==> config.mk <==
export PLATFORM = sky130hd
export DESIGN_NAME = eiso_core
export DESIGN_NICKNAME = d
export VERILOG_FILES = /design/src/eiso_pkg.sv /design/src/eiso_core.sv
export SDC_FILE = /design/constraint.sdc
export NUM_CORES = 1
export LEC_CHECK = 0
export ABC_AREA = 1
export BUFFER_PORTS_ARGS = -buffer_cell sky130_fd_sc_hd__buf_4
export CAP_MARGIN = 10
export CORE_MARGIN = 3
export CORE_UTILIZATION = 35
export CTS_BUF_LIST = sky130_fd_sc_hd__clkbuf_8
export DETAILED_ROUTE_END_ITERATION = 6
export PLACE_DENSITY = 0.57
export SYNTH_ARGS = -nofsm -noshare
export SYNTH_HDL_FRONTEND = slang
export SYNTH_SLANG_ARGS = --single-unit
export TNS_END_PERCENT = 1
==> constraint.sdc <==
create_clock -name clk_sys -period 3.83 [get_ports clk_sys]
set_input_delay 0.766 -clock clk_sys [delete_from_list [all_inputs] [get_ports clk_sys]]
set_output_delay 0.766 -clock clk_sys [all_outputs]
set_load 0.02 [all_outputs]
==> src/eiso_pkg.sv <==
// Constants, register map and carrier types for the event input and
// status output block.
// Assumes a single 125 MHz system clock and an APB register port.
package eiso_pkg;

    // ****************************************************************
    // Timing
    // ****************************************************************
    localparam int CLK_MHZ      = 125;
    // Filter periods in microseconds (3.9 ms, 15.6 ms, 125 ms)
    localparam int FILT1_US     = 3900;
    localparam int FILT2_US     = 15600;
    localparam int FILT3_US     = 125000;
    // Least active time when no filter is chosen
    localparam int NOFILT_US    = 60;
    localparam int FILT1_CYC    = FILT1_US * CLK_MHZ;
    localparam int FILT2_CYC    = FILT2_US * CLK_MHZ;
    localparam int FILT3_CYC    = FILT3_US * CLK_MHZ;
    // Strictly longer than the minimum, hence one cycle more
    localparam int NOFILT_CYC   = NOFILT_US * CLK_MHZ + 1;
    localparam int CNT_W        = 24;

    // ****************************************************************
    // Register indices (byte address is four times the index)
    // ****************************************************************
    localparam logic [5:0] IDX_FLAGS    = 6'h0E;
    localparam logic [5:0] IDX_EV_CTRL  = 6'h17;
    localparam logic [5:0] IDX_EV_DET   = 6'h18;
    localparam logic [5:0] IDX_KEY      = 6'h19;
    localparam logic [5:0] IDX_CFG      = 6'h1A;
    localparam logic [5:0] IDX_IRQ_STAT = 6'h20;
    localparam logic [5:0] IDX_IRQ_MASK = 6'h21;

    // ****************************************************************
    // Field positions
    // ****************************************************************
    localparam int FL_UPDATE   = 5;
    localparam int FL_TIMER    = 4;
    localparam int FL_ALARM    = 3;
    localparam int FL_SUPPLY   = 1;
    localparam int FL_LOWV     = 0;
    localparam int EC_CAPT     = 7;
    localparam int EC_LEVEL    = 6;
    localparam int EC_PULLUP   = 5;
    localparam int EC_REPEAT   = 4;
    localparam int EC_IRQ_EN   = 3;
    localparam int EC_DEB_HI   = 1;
    localparam int EC_DEB_LO   = 0;
    localparam int ED_HIST     = 7;
    localparam int ED_MON      = 3;
    localparam int CF_DIRECT   = 7;
    localparam int CF_LEVEL    = 6;
    localparam int CF_INVERT   = 3;
    localparam int CF_FS_HI    = 2;
    localparam int CF_FS_LO    = 0;
    localparam int IRQ_EVENT   = 0;
    localparam int IRQ_SUPPLY  = 1;
    localparam int IRQ_LOWV    = 2;
    localparam int IRQ_W       = 3;

    // ****************************************************************
    // Codes
    // ****************************************************************
    localparam logic [7:0] UNLOCK_KEY = 8'h69;
    localparam logic [1:0] DEB_NONE   = 2'h0;
    localparam logic [1:0] DEB_1      = 2'h1;
    localparam logic [1:0] DEB_2      = 2'h2;
    localparam logic [2:0] FS_TIMER   = 3'h0;
    localparam logic [2:0] FS_ALARM   = 3'h1;
    localparam logic [2:0] FS_UPDATE  = 3'h2;
    localparam logic [2:0] FS_LOWV    = 3'h4;
    localparam logic [2:0] FS_SUPPLY  = 3'h5;
    localparam logic [2:0] FS_HIST    = 3'h7;

    typedef enum logic [2:0] {
        EV_IDLE  = 3'b001,
        EV_COUNT = 3'b010,
        EV_HELD  = 3'b100
    } eiso_ev_state_t;

    // One-cycle set pulses from the flag generators outside
    typedef struct packed {
        logic update;
        logic timer;
        logic alarm;
        logic supply_loss;
        logic low_voltage;
    } eiso_flag_set_t;

    // Level interrupt requests of the other sources sharing the pin
    typedef struct packed {
        logic wakeup;
        logic alarm;
        logic update;
    } eiso_irq_req_t;

    typedef struct packed {
        eiso_ev_state_t     ev_state;
        logic [CNT_W-1:0]   cnt;
        logic [7:0]         flags;
        logic [7:0]         ev_ctrl;
        logic               hist;
        logic [7:0]         key;
        logic [7:0]         cfg;
        logic [IRQ_W-1:0]   irq_stat;
        logic [IRQ_W-1:0]   irq_mask;
        logic [31:0]        prdata;
        logic               pready;
        logic               pslverr;
        logic               int_oe;
        logic               status_o;
        logic               status_oe;
        logic               irq;
    } eiso_state_t;

endpackage

==> src/eiso_core.sv <==
// Event input filter, event interrupt and status output pin logic with
// an APB register slave.
// Assumes the event pin is already synchronous to clk_sys and that an
// external pad turns the open-drain and tri-state enables into levels.
//
// Design decision made here: the APB register port.
`timescale 1ns/1ps
`default_nettype none

module eiso_core #(
    parameter int unsigned NOFILT_CYC = eiso_pkg::NOFILT_CYC,
    parameter int unsigned FILT1_CYC  = eiso_pkg::FILT1_CYC,
    parameter int unsigned FILT2_CYC  = eiso_pkg::FILT2_CYC,
    parameter int unsigned FILT3_CYC  = eiso_pkg::FILT3_CYC
) (
    input  wire logic                    clk_sys,
    input  wire logic                    sys_rst,
    input  wire logic                    psel,
    input  wire logic                    penable,
    input  wire logic                    pwrite,
    input  wire logic [7:0]              paddr,
    input  wire logic [31:0]             pwdata,
    output logic      [31:0]             prdata,
    output logic                         pready,
    output logic                         pslverr,
    input  wire logic                    event_input_pin,
    input  wire eiso_pkg::eiso_flag_set_t flag_set,
    input  wire eiso_pkg::eiso_irq_req_t  irq_req,
    output logic                         int_o,
    output logic                         int_oe,
    output logic                         status_output_pin_o,
    output logic                         status_output_pin_oe,
    output logic                         irq
);

    // ****************************************************************
    // Helpers
    // ****************************************************************
    function automatic logic [eiso_pkg::CNT_W-1:0] deb_limit(
        input logic [1:0] code
    );
        logic [eiso_pkg::CNT_W-1:0] lim;
        lim = eiso_pkg::CNT_W'(FILT3_CYC);
        case (code)
            eiso_pkg::DEB_NONE: lim = eiso_pkg::CNT_W'(NOFILT_CYC);
            eiso_pkg::DEB_1:    lim = eiso_pkg::CNT_W'(FILT1_CYC);
            eiso_pkg::DEB_2:    lim = eiso_pkg::CNT_W'(FILT2_CYC);
            default:            lim = eiso_pkg::CNT_W'(FILT3_CYC);
        endcase
        return lim;
    endfunction

    function automatic logic sel_flag(
        input logic [2:0] fs,
        input logic [7:0] fl,
        input logic       hist
    );
        logic v;
        v = 1'b0;
        case (fs)
            eiso_pkg::FS_TIMER:  v = fl[eiso_pkg::FL_TIMER];
            eiso_pkg::FS_ALARM:  v = fl[eiso_pkg::FL_ALARM];
            eiso_pkg::FS_UPDATE: v = fl[eiso_pkg::FL_UPDATE];
            eiso_pkg::FS_LOWV:   v = fl[eiso_pkg::FL_LOWV];
            eiso_pkg::FS_SUPPLY: v = fl[eiso_pkg::FL_SUPPLY];
            eiso_pkg::FS_HIST:   v = hist;
            default:             v = 1'b0;
        endcase
        return v;
    endfunction

    function automatic logic fs_valid(input logic [2:0] fs);
        logic ok;
        ok = 1'b0;
        case (fs)
            eiso_pkg::FS_TIMER,
            eiso_pkg::FS_ALARM,
            eiso_pkg::FS_UPDATE,
            eiso_pkg::FS_LOWV,
            eiso_pkg::FS_SUPPLY,
            eiso_pkg::FS_HIST:   ok = 1'b1;
            default:             ok = 1'b0;
        endcase
        return ok;
    endfunction

    // Write-0-to-clear, with a same-cycle set winning over the clear
    function automatic logic w0c(
        input logic cur,
        input logic wr,
        input logic wbit,
        input logic set
    );
        return set | (cur & ~(wr & ~wbit));
    endfunction

    eiso_pkg::eiso_state_t s_r;
    eiso_pkg::eiso_state_t s_nxt;

    // ****************************************************************
    // Next-state logic
    // ****************************************************************
    always_comb begin
        logic [5:0]                  idx;
        logic                        hit;
        logic                        done;
        logic                        wr;
        logic                        active;
        logic                        detect;
        logic                        ev_irq;
        logic                        flag_v;
        logic [7:0]                  rd;
        logic [eiso_pkg::CNT_W-1:0]  lim;
        logic [eiso_pkg::IRQ_W-1:0]  ev_set;
        s_nxt  = s_r;
        idx    = paddr[7:2];
        hit    = 1'b0;
        rd     = 8'h00;
        detect = 1'b0;

        // Register read view; unused bits read as zero
        case (idx)
            eiso_pkg::IDX_FLAGS:    begin
                hit = 1'b1;
                rd  = s_r.flags;
            end
            eiso_pkg::IDX_EV_CTRL:  begin
                hit = 1'b1;
                rd  = s_r.ev_ctrl;
            end
            eiso_pkg::IDX_EV_DET:   begin
                hit = 1'b1;
                rd[eiso_pkg::ED_HIST] = s_r.hist;
                rd[eiso_pkg::ED_MON]  = event_input_pin;
            end
            eiso_pkg::IDX_KEY:      begin
                hit = 1'b1;
                rd  = s_r.key;
            end
            eiso_pkg::IDX_CFG:      begin
                hit = 1'b1;
                rd  = s_r.cfg;
            end
            eiso_pkg::IDX_IRQ_STAT: begin
                hit = 1'b1;
                rd  = {5'h00, s_r.irq_stat};
            end
            eiso_pkg::IDX_IRQ_MASK: begin
                hit = 1'b1;
                rd  = {5'h00, s_r.irq_mask};
            end
            default:                begin
                hit = 1'b0;
                rd  = 8'h00;
            end
        endcase
        if (paddr[1:0] != 2'h0) begin
            hit = 1'b0;
        end

        // One wait state: answer is registered, effects land at the
        // edge where the master samples pready high.
        done = psel & penable & s_r.pready;
        wr   = done & pwrite & hit;
        s_nxt.pready  = 1'b0;
        s_nxt.pslverr = 1'b0;
        if (psel && penable && !s_r.pready) begin
            s_nxt.pready  = 1'b1;
            s_nxt.pslverr = ~hit;
            s_nxt.prdata  = pwrite ? 32'h0000_0000 : {24'h00_0000, rd};
        end

        // Plain storage registers
        if (wr && idx == eiso_pkg::IDX_EV_CTRL) begin
            s_nxt.ev_ctrl = pwdata[7:0];
            s_nxt.ev_ctrl[2] = 1'b0;
        end
        if (wr && idx == eiso_pkg::IDX_KEY) begin
            s_nxt.key = pwdata[7:0];
        end
        if (wr && idx == eiso_pkg::IDX_CFG) begin
            s_nxt.cfg = pwdata[7:0] & 8'hCF;
        end
        if (wr && idx == eiso_pkg::IDX_IRQ_MASK) begin
            s_nxt.irq_mask = pwdata[eiso_pkg::IRQ_W-1:0];
        end

        // ************************************************************
        // Event filter
        // ************************************************************
        active = ~(event_input_pin ^ s_r.ev_ctrl[eiso_pkg::EC_LEVEL]);
        lim = deb_limit(s_r.ev_ctrl[eiso_pkg::EC_DEB_HI:
                                    eiso_pkg::EC_DEB_LO]);
        case (s_r.ev_state)
            eiso_pkg::EV_IDLE:  begin
                if (active) begin
                    s_nxt.ev_state = eiso_pkg::EV_COUNT;
                    s_nxt.cnt      = eiso_pkg::CNT_W'(1);
                end
            end
            eiso_pkg::EV_COUNT: begin
                if (!active) begin
                    s_nxt.ev_state = eiso_pkg::EV_IDLE;
                end else if (s_r.cnt >= lim) begin
                    s_nxt.ev_state = eiso_pkg::EV_HELD;
                    detect         = 1'b1;
                end else begin
                    s_nxt.cnt = s_r.cnt + eiso_pkg::CNT_W'(1);
                end
            end
            eiso_pkg::EV_HELD:  begin
                // One event per active stretch
                if (!active) begin
                    s_nxt.ev_state = eiso_pkg::EV_IDLE;
                end
            end
            default:            begin
                s_nxt.ev_state = eiso_pkg::EV_IDLE;
            end
        endcase

        // ************************************************************
        // Flags
        // ************************************************************
        // history set by event, cleared by writing 0
        s_nxt.hist = w0c(s_r.hist,
                         wr && idx == eiso_pkg::IDX_EV_DET,
                         pwdata[eiso_pkg::ED_HIST], detect);
        s_nxt.flags = 8'h00;
        s_nxt.flags[eiso_pkg::FL_UPDATE] = w0c(
            s_r.flags[eiso_pkg::FL_UPDATE],
            wr && idx == eiso_pkg::IDX_FLAGS,
            pwdata[eiso_pkg::FL_UPDATE], flag_set.update);
        s_nxt.flags[eiso_pkg::FL_TIMER] = w0c(
            s_r.flags[eiso_pkg::FL_TIMER],
            wr && idx == eiso_pkg::IDX_FLAGS,
            pwdata[eiso_pkg::FL_TIMER], flag_set.timer);
        s_nxt.flags[eiso_pkg::FL_ALARM] = w0c(
            s_r.flags[eiso_pkg::FL_ALARM],
            wr && idx == eiso_pkg::IDX_FLAGS,
            pwdata[eiso_pkg::FL_ALARM], flag_set.alarm);
        s_nxt.flags[eiso_pkg::FL_SUPPLY] = w0c(
            s_r.flags[eiso_pkg::FL_SUPPLY],
            wr && idx == eiso_pkg::IDX_FLAGS,
            pwdata[eiso_pkg::FL_SUPPLY], flag_set.supply_loss);
        s_nxt.flags[eiso_pkg::FL_LOWV] = w0c(
            s_r.flags[eiso_pkg::FL_LOWV],
            wr && idx == eiso_pkg::IDX_FLAGS,
            pwdata[eiso_pkg::FL_LOWV], flag_set.low_voltage);

        // Sticky event status, read-to-clear; a new event wins
        ev_set = '0;
        ev_set[eiso_pkg::IRQ_EVENT]  = detect;
        ev_set[eiso_pkg::IRQ_SUPPLY] = flag_set.supply_loss;
        ev_set[eiso_pkg::IRQ_LOWV]   = flag_set.low_voltage;
        if (done && !pwrite && hit && idx == eiso_pkg::IDX_IRQ_STAT) begin
            s_nxt.irq_stat = ev_set;
        end else begin
            s_nxt.irq_stat = s_r.irq_stat | ev_set;
        end
        s_nxt.irq = |(s_nxt.irq_stat & s_nxt.irq_mask);

        // ************************************************************
        // Interrupt pin
        // ************************************************************
        // history gated by enable, no timeout
        ev_irq = s_nxt.hist & s_nxt.ev_ctrl[eiso_pkg::EC_IRQ_EN];
        s_nxt.int_oe   = ev_irq | irq_req.wakeup | irq_req.alarm
                       | irq_req.update;

        // ************************************************************
        // Status output pin
        // ************************************************************
        // selected flag, optionally inverted
        flag_v = sel_flag(s_nxt.cfg[eiso_pkg::CF_FS_HI:eiso_pkg::CF_FS_LO],
                          s_nxt.flags, s_nxt.hist)
               ^ s_nxt.cfg[eiso_pkg::CF_INVERT];
        if (!fs_valid(s_nxt.cfg[eiso_pkg::CF_FS_HI:eiso_pkg::CF_FS_LO])) begin
            flag_v = 1'b0;
        end
        s_nxt.status_o = s_nxt.cfg[eiso_pkg::CF_DIRECT]
                       ? s_nxt.cfg[eiso_pkg::CF_LEVEL] : flag_v;
        s_nxt.status_oe = (s_nxt.key == eiso_pkg::UNLOCK_KEY);
    end

    // ****************************************************************
    // State register
    // ****************************************************************
    always_ff @(posedge clk_sys) begin
        if (sys_rst) begin
            s_r          <= '0;
            s_r.ev_state <= eiso_pkg::EV_IDLE;
        end else begin
            s_r <= s_nxt;
        end
    end

    assign prdata               = s_r.prdata;
    assign pready               = s_r.pready;
    assign pslverr              = s_r.pslverr;
    // Open drain: only ever pulls low
    assign int_o                = 1'b0;
    assign int_oe               = s_r.int_oe;
    assign status_output_pin_o  = s_r.status_o;
    assign status_output_pin_oe = s_r.status_oe;
    assign irq                  = s_r.irq;

endmodule // eiso_core

`default_nettype wire

==> qor.yml <==
via_count: 4350
hpwlAfterDp_mm: 9.506
crit_slowest_cell: "dfxtp_1"
place_congestion: 0.9112
post_cts_buffers: 0
worst_slew_pin_slew_ps: 587.7
holdCritPathClass: "reg -> reg"
clockBufferDepth: 2
ys_ff_latch: 74
synth_edf_count: 0
slew_headroom_pct: 60.46
drv_slew: 0
leakagePower_nw: 2.353
synthCells: 668
drt_iter0_drc: 346
setup_ws_ps: 700.3
crit_type: "reg -> reg"
insertion_delay_ps: 380
drt-wirelength-per-cell_um: 13.88
crit_path_cell_trace: "inv_1 > ha_1 > o21bai_1 > ha_1 > inv_1 > nor2_1 > a21oi_1 > nand2_1 > nand2_1 > nand4_1 > inv_1 > nand2_1 > nand2_2 > nand2_1 > inv_2 > nand2_1 > nor4b_1 > nor2_1"
grt_max_degree: 54
crit_fanout: 6
cp.arrival_ps: 3390
async_flop_share_pct: 0
cts-root-buf: "clkbuf_8"
viasPerCell: 4.949
power_mw: 1.660
start_kind: "register"
fin_cells: 879
fin_nets: 786
worst_setup_path_end_kind: "register"
drc_errors: 0
row_count: 41
post-route-period-util_pct: 81.72
p_per_area_nw_per_um2: 320.0
place_ws_ps: 732.7
yosysTopAreaCell: "dfxtp_1"
grt_usage_pct: 17.22
status: "finished, final reports clean"
critPathMostFrequentCell: "nand2_1"
cts_buffers: 9
drive_above_1_share_pct: 12.16
fmax_mhz: 319.5
finalHoldViolations: 0
synthDominantCellAreaShare_pct: 32.09
regArea_um2: 1481
cts_resized: 0
numPlacedInstances: 864
critPathTopFamily: "simple AND/OR/NAND/NOR gates"
synth_flop_cell: "dfxtp_1"
grt_pass1_wl_mm: 19.92
syn-cell-area_um2: 4617
die_w_um: 120.9
multi_input_area_um2: 2589
dieArea_um2: 14610
cap_violations: 0
fin_tns_setup_ps: 0
syn2layout_area_growth_pct: 12.38
drt_first_pass_iters: 5
wl_mm: 12.20
fill_cells: 1347
overflow: 0
core_area_um2: 12770
h-tree-depth: 3
io_pins: 93
fin_crit_ps: 3130
setup_viol: 0
antenna_found_initial: 0
start_util_pct: 36.14
numPortBuffers: 43
grt_pass1_vias: 3966
seq_area_frac_synth_pct: 32.09
die_height_um: 120.9
postRouteAntennaNets: 0
diodes: 0
path_clk_slew_ps: 80
critPathBufInv: 4
cts_tree: "done"
cts.sinks: 74
rsz0062_at_grt: "false"
worstPathRequired_ps: 4090
ir_drop_v: 0.0001938
fin_skew_ps: 10.75
ys_warn_count: 0
synth_area_per_cell_um2: 6.912
critPathMaxStageDelay_ps: 430
yosysMostFrequentCell: "nand2_1"
hold_buffers: 0
synth_cell_types: 52
synth_common_cells: "nand2_1 (135), inv_1 (83), dfxtp_1 (74)"
synth_area_leaders: "dfxtp_1 (32%), nand2_1 (11%), ha_1 (7.9%)"
-- kinds of logic (layout without fill, tap and decap cells) --
group,after synthesis,count (layout),share of synthesized area (%)
mux,1,1,0.2168
simple gates,299,299,29.59
flops,74,74,32.09
other cells,1,25,0.08122
buf+inv,136,151,13.79
compound gates,119,119,14.66
fa+ha+maj,29,29,7.859
xor+xnor,9,9,1.707
-- per-stage QoR --
step | utilization [%] | hold WS, ps | instance area (um^2)
floorplan | - | 429.7 | 4707
global placement | 38.86 | 441.6 | 4964
detailed placement | 38.86 | 453.5 | 4964
CTS | 40.62 | 464.7 | 5189
global route | 40.62 | 487.6 | 5189
finish | 40.62 | 467.5 | 5189
-- final timing paths --
check | startpoint | endpoint | slack [ps] | depth (start not counted)
worst min register to register | s_r[65] | s_r[65] | 470 | 2
worst min-delay path | s_r[65] | s_r[65] | 470 | 2
worst max-delay path | s_r[61] | s_r[90] | 700 | 18
worst max register to register | s_r[61] | s_r[90] | 700 | 18
-- routing by layer --
layer / global-route usage, % / part of all wire (%) / vias to the layer above
li1: - / - / 2198
met2: 24.90 / 43 / 110
met4: 7.507 / 2.4 / 0
met3: 3.403 / 4.5 / 22
met1: 24.70 / 50 / 2020
met5: 0 / 0 / -
-- power breakdown --
group	leakage [nW]	internal (mW)	total, mW	switching (mW)
sequential	0.600	0.781	0.789	0.00836
combinational	1.64	0.0458	0.152	0.106
clock	0.116	0.400	0.719	0.319
-- placed cells by master, fill, tap and decap left out, drive strengths merged, types with 5 or more instances in the layout --
master / synthesis / final
clkbuf: 10 / 11
nand4: 17 / 17
o21ai: 39 / 39
buf: 34 / 44
nor3: 21 / 21
dfxtp: 74 / 74
ha: 29 / 29
o21a: 5 / 5
a21oi: 56 / 56
xor2: 9 / 9
inv: 91 / 92
nand2: 138 / 138
conb: 1 / 25
or2: 5 / 5
nor2: 77 / 77
nand3: 33 / 33
-- flip-flops by register name (all words and copies together), names as in the netlist --
signal	count
s_r	60
prdata	8
int_oe	1
irq	1
pready	1
pslverr	1
status_output_pin_o	1
status_output_pin_oe	1
-- worst reg2reg max path, delay by kind of cell (launching register included) --
family	cells	cell delay, ps
simple gates	10	1050
fa+ha+maj	2	620
compound gates	2	450
buf+inv	4	440
flops	1	430
-- final cells by class --
class | count | share of cell area, %
sequential | 74 | 28.55
clock inverter | 4 | 1.423
tap | 172 | 4.148
multi-input combinational | 482 | 49.89
clock buffer | 11 | 2.918
timing repair buffer | 44 | 6.366
inverter | 92 | 6.704
Power figures use the tool's default switching activity.
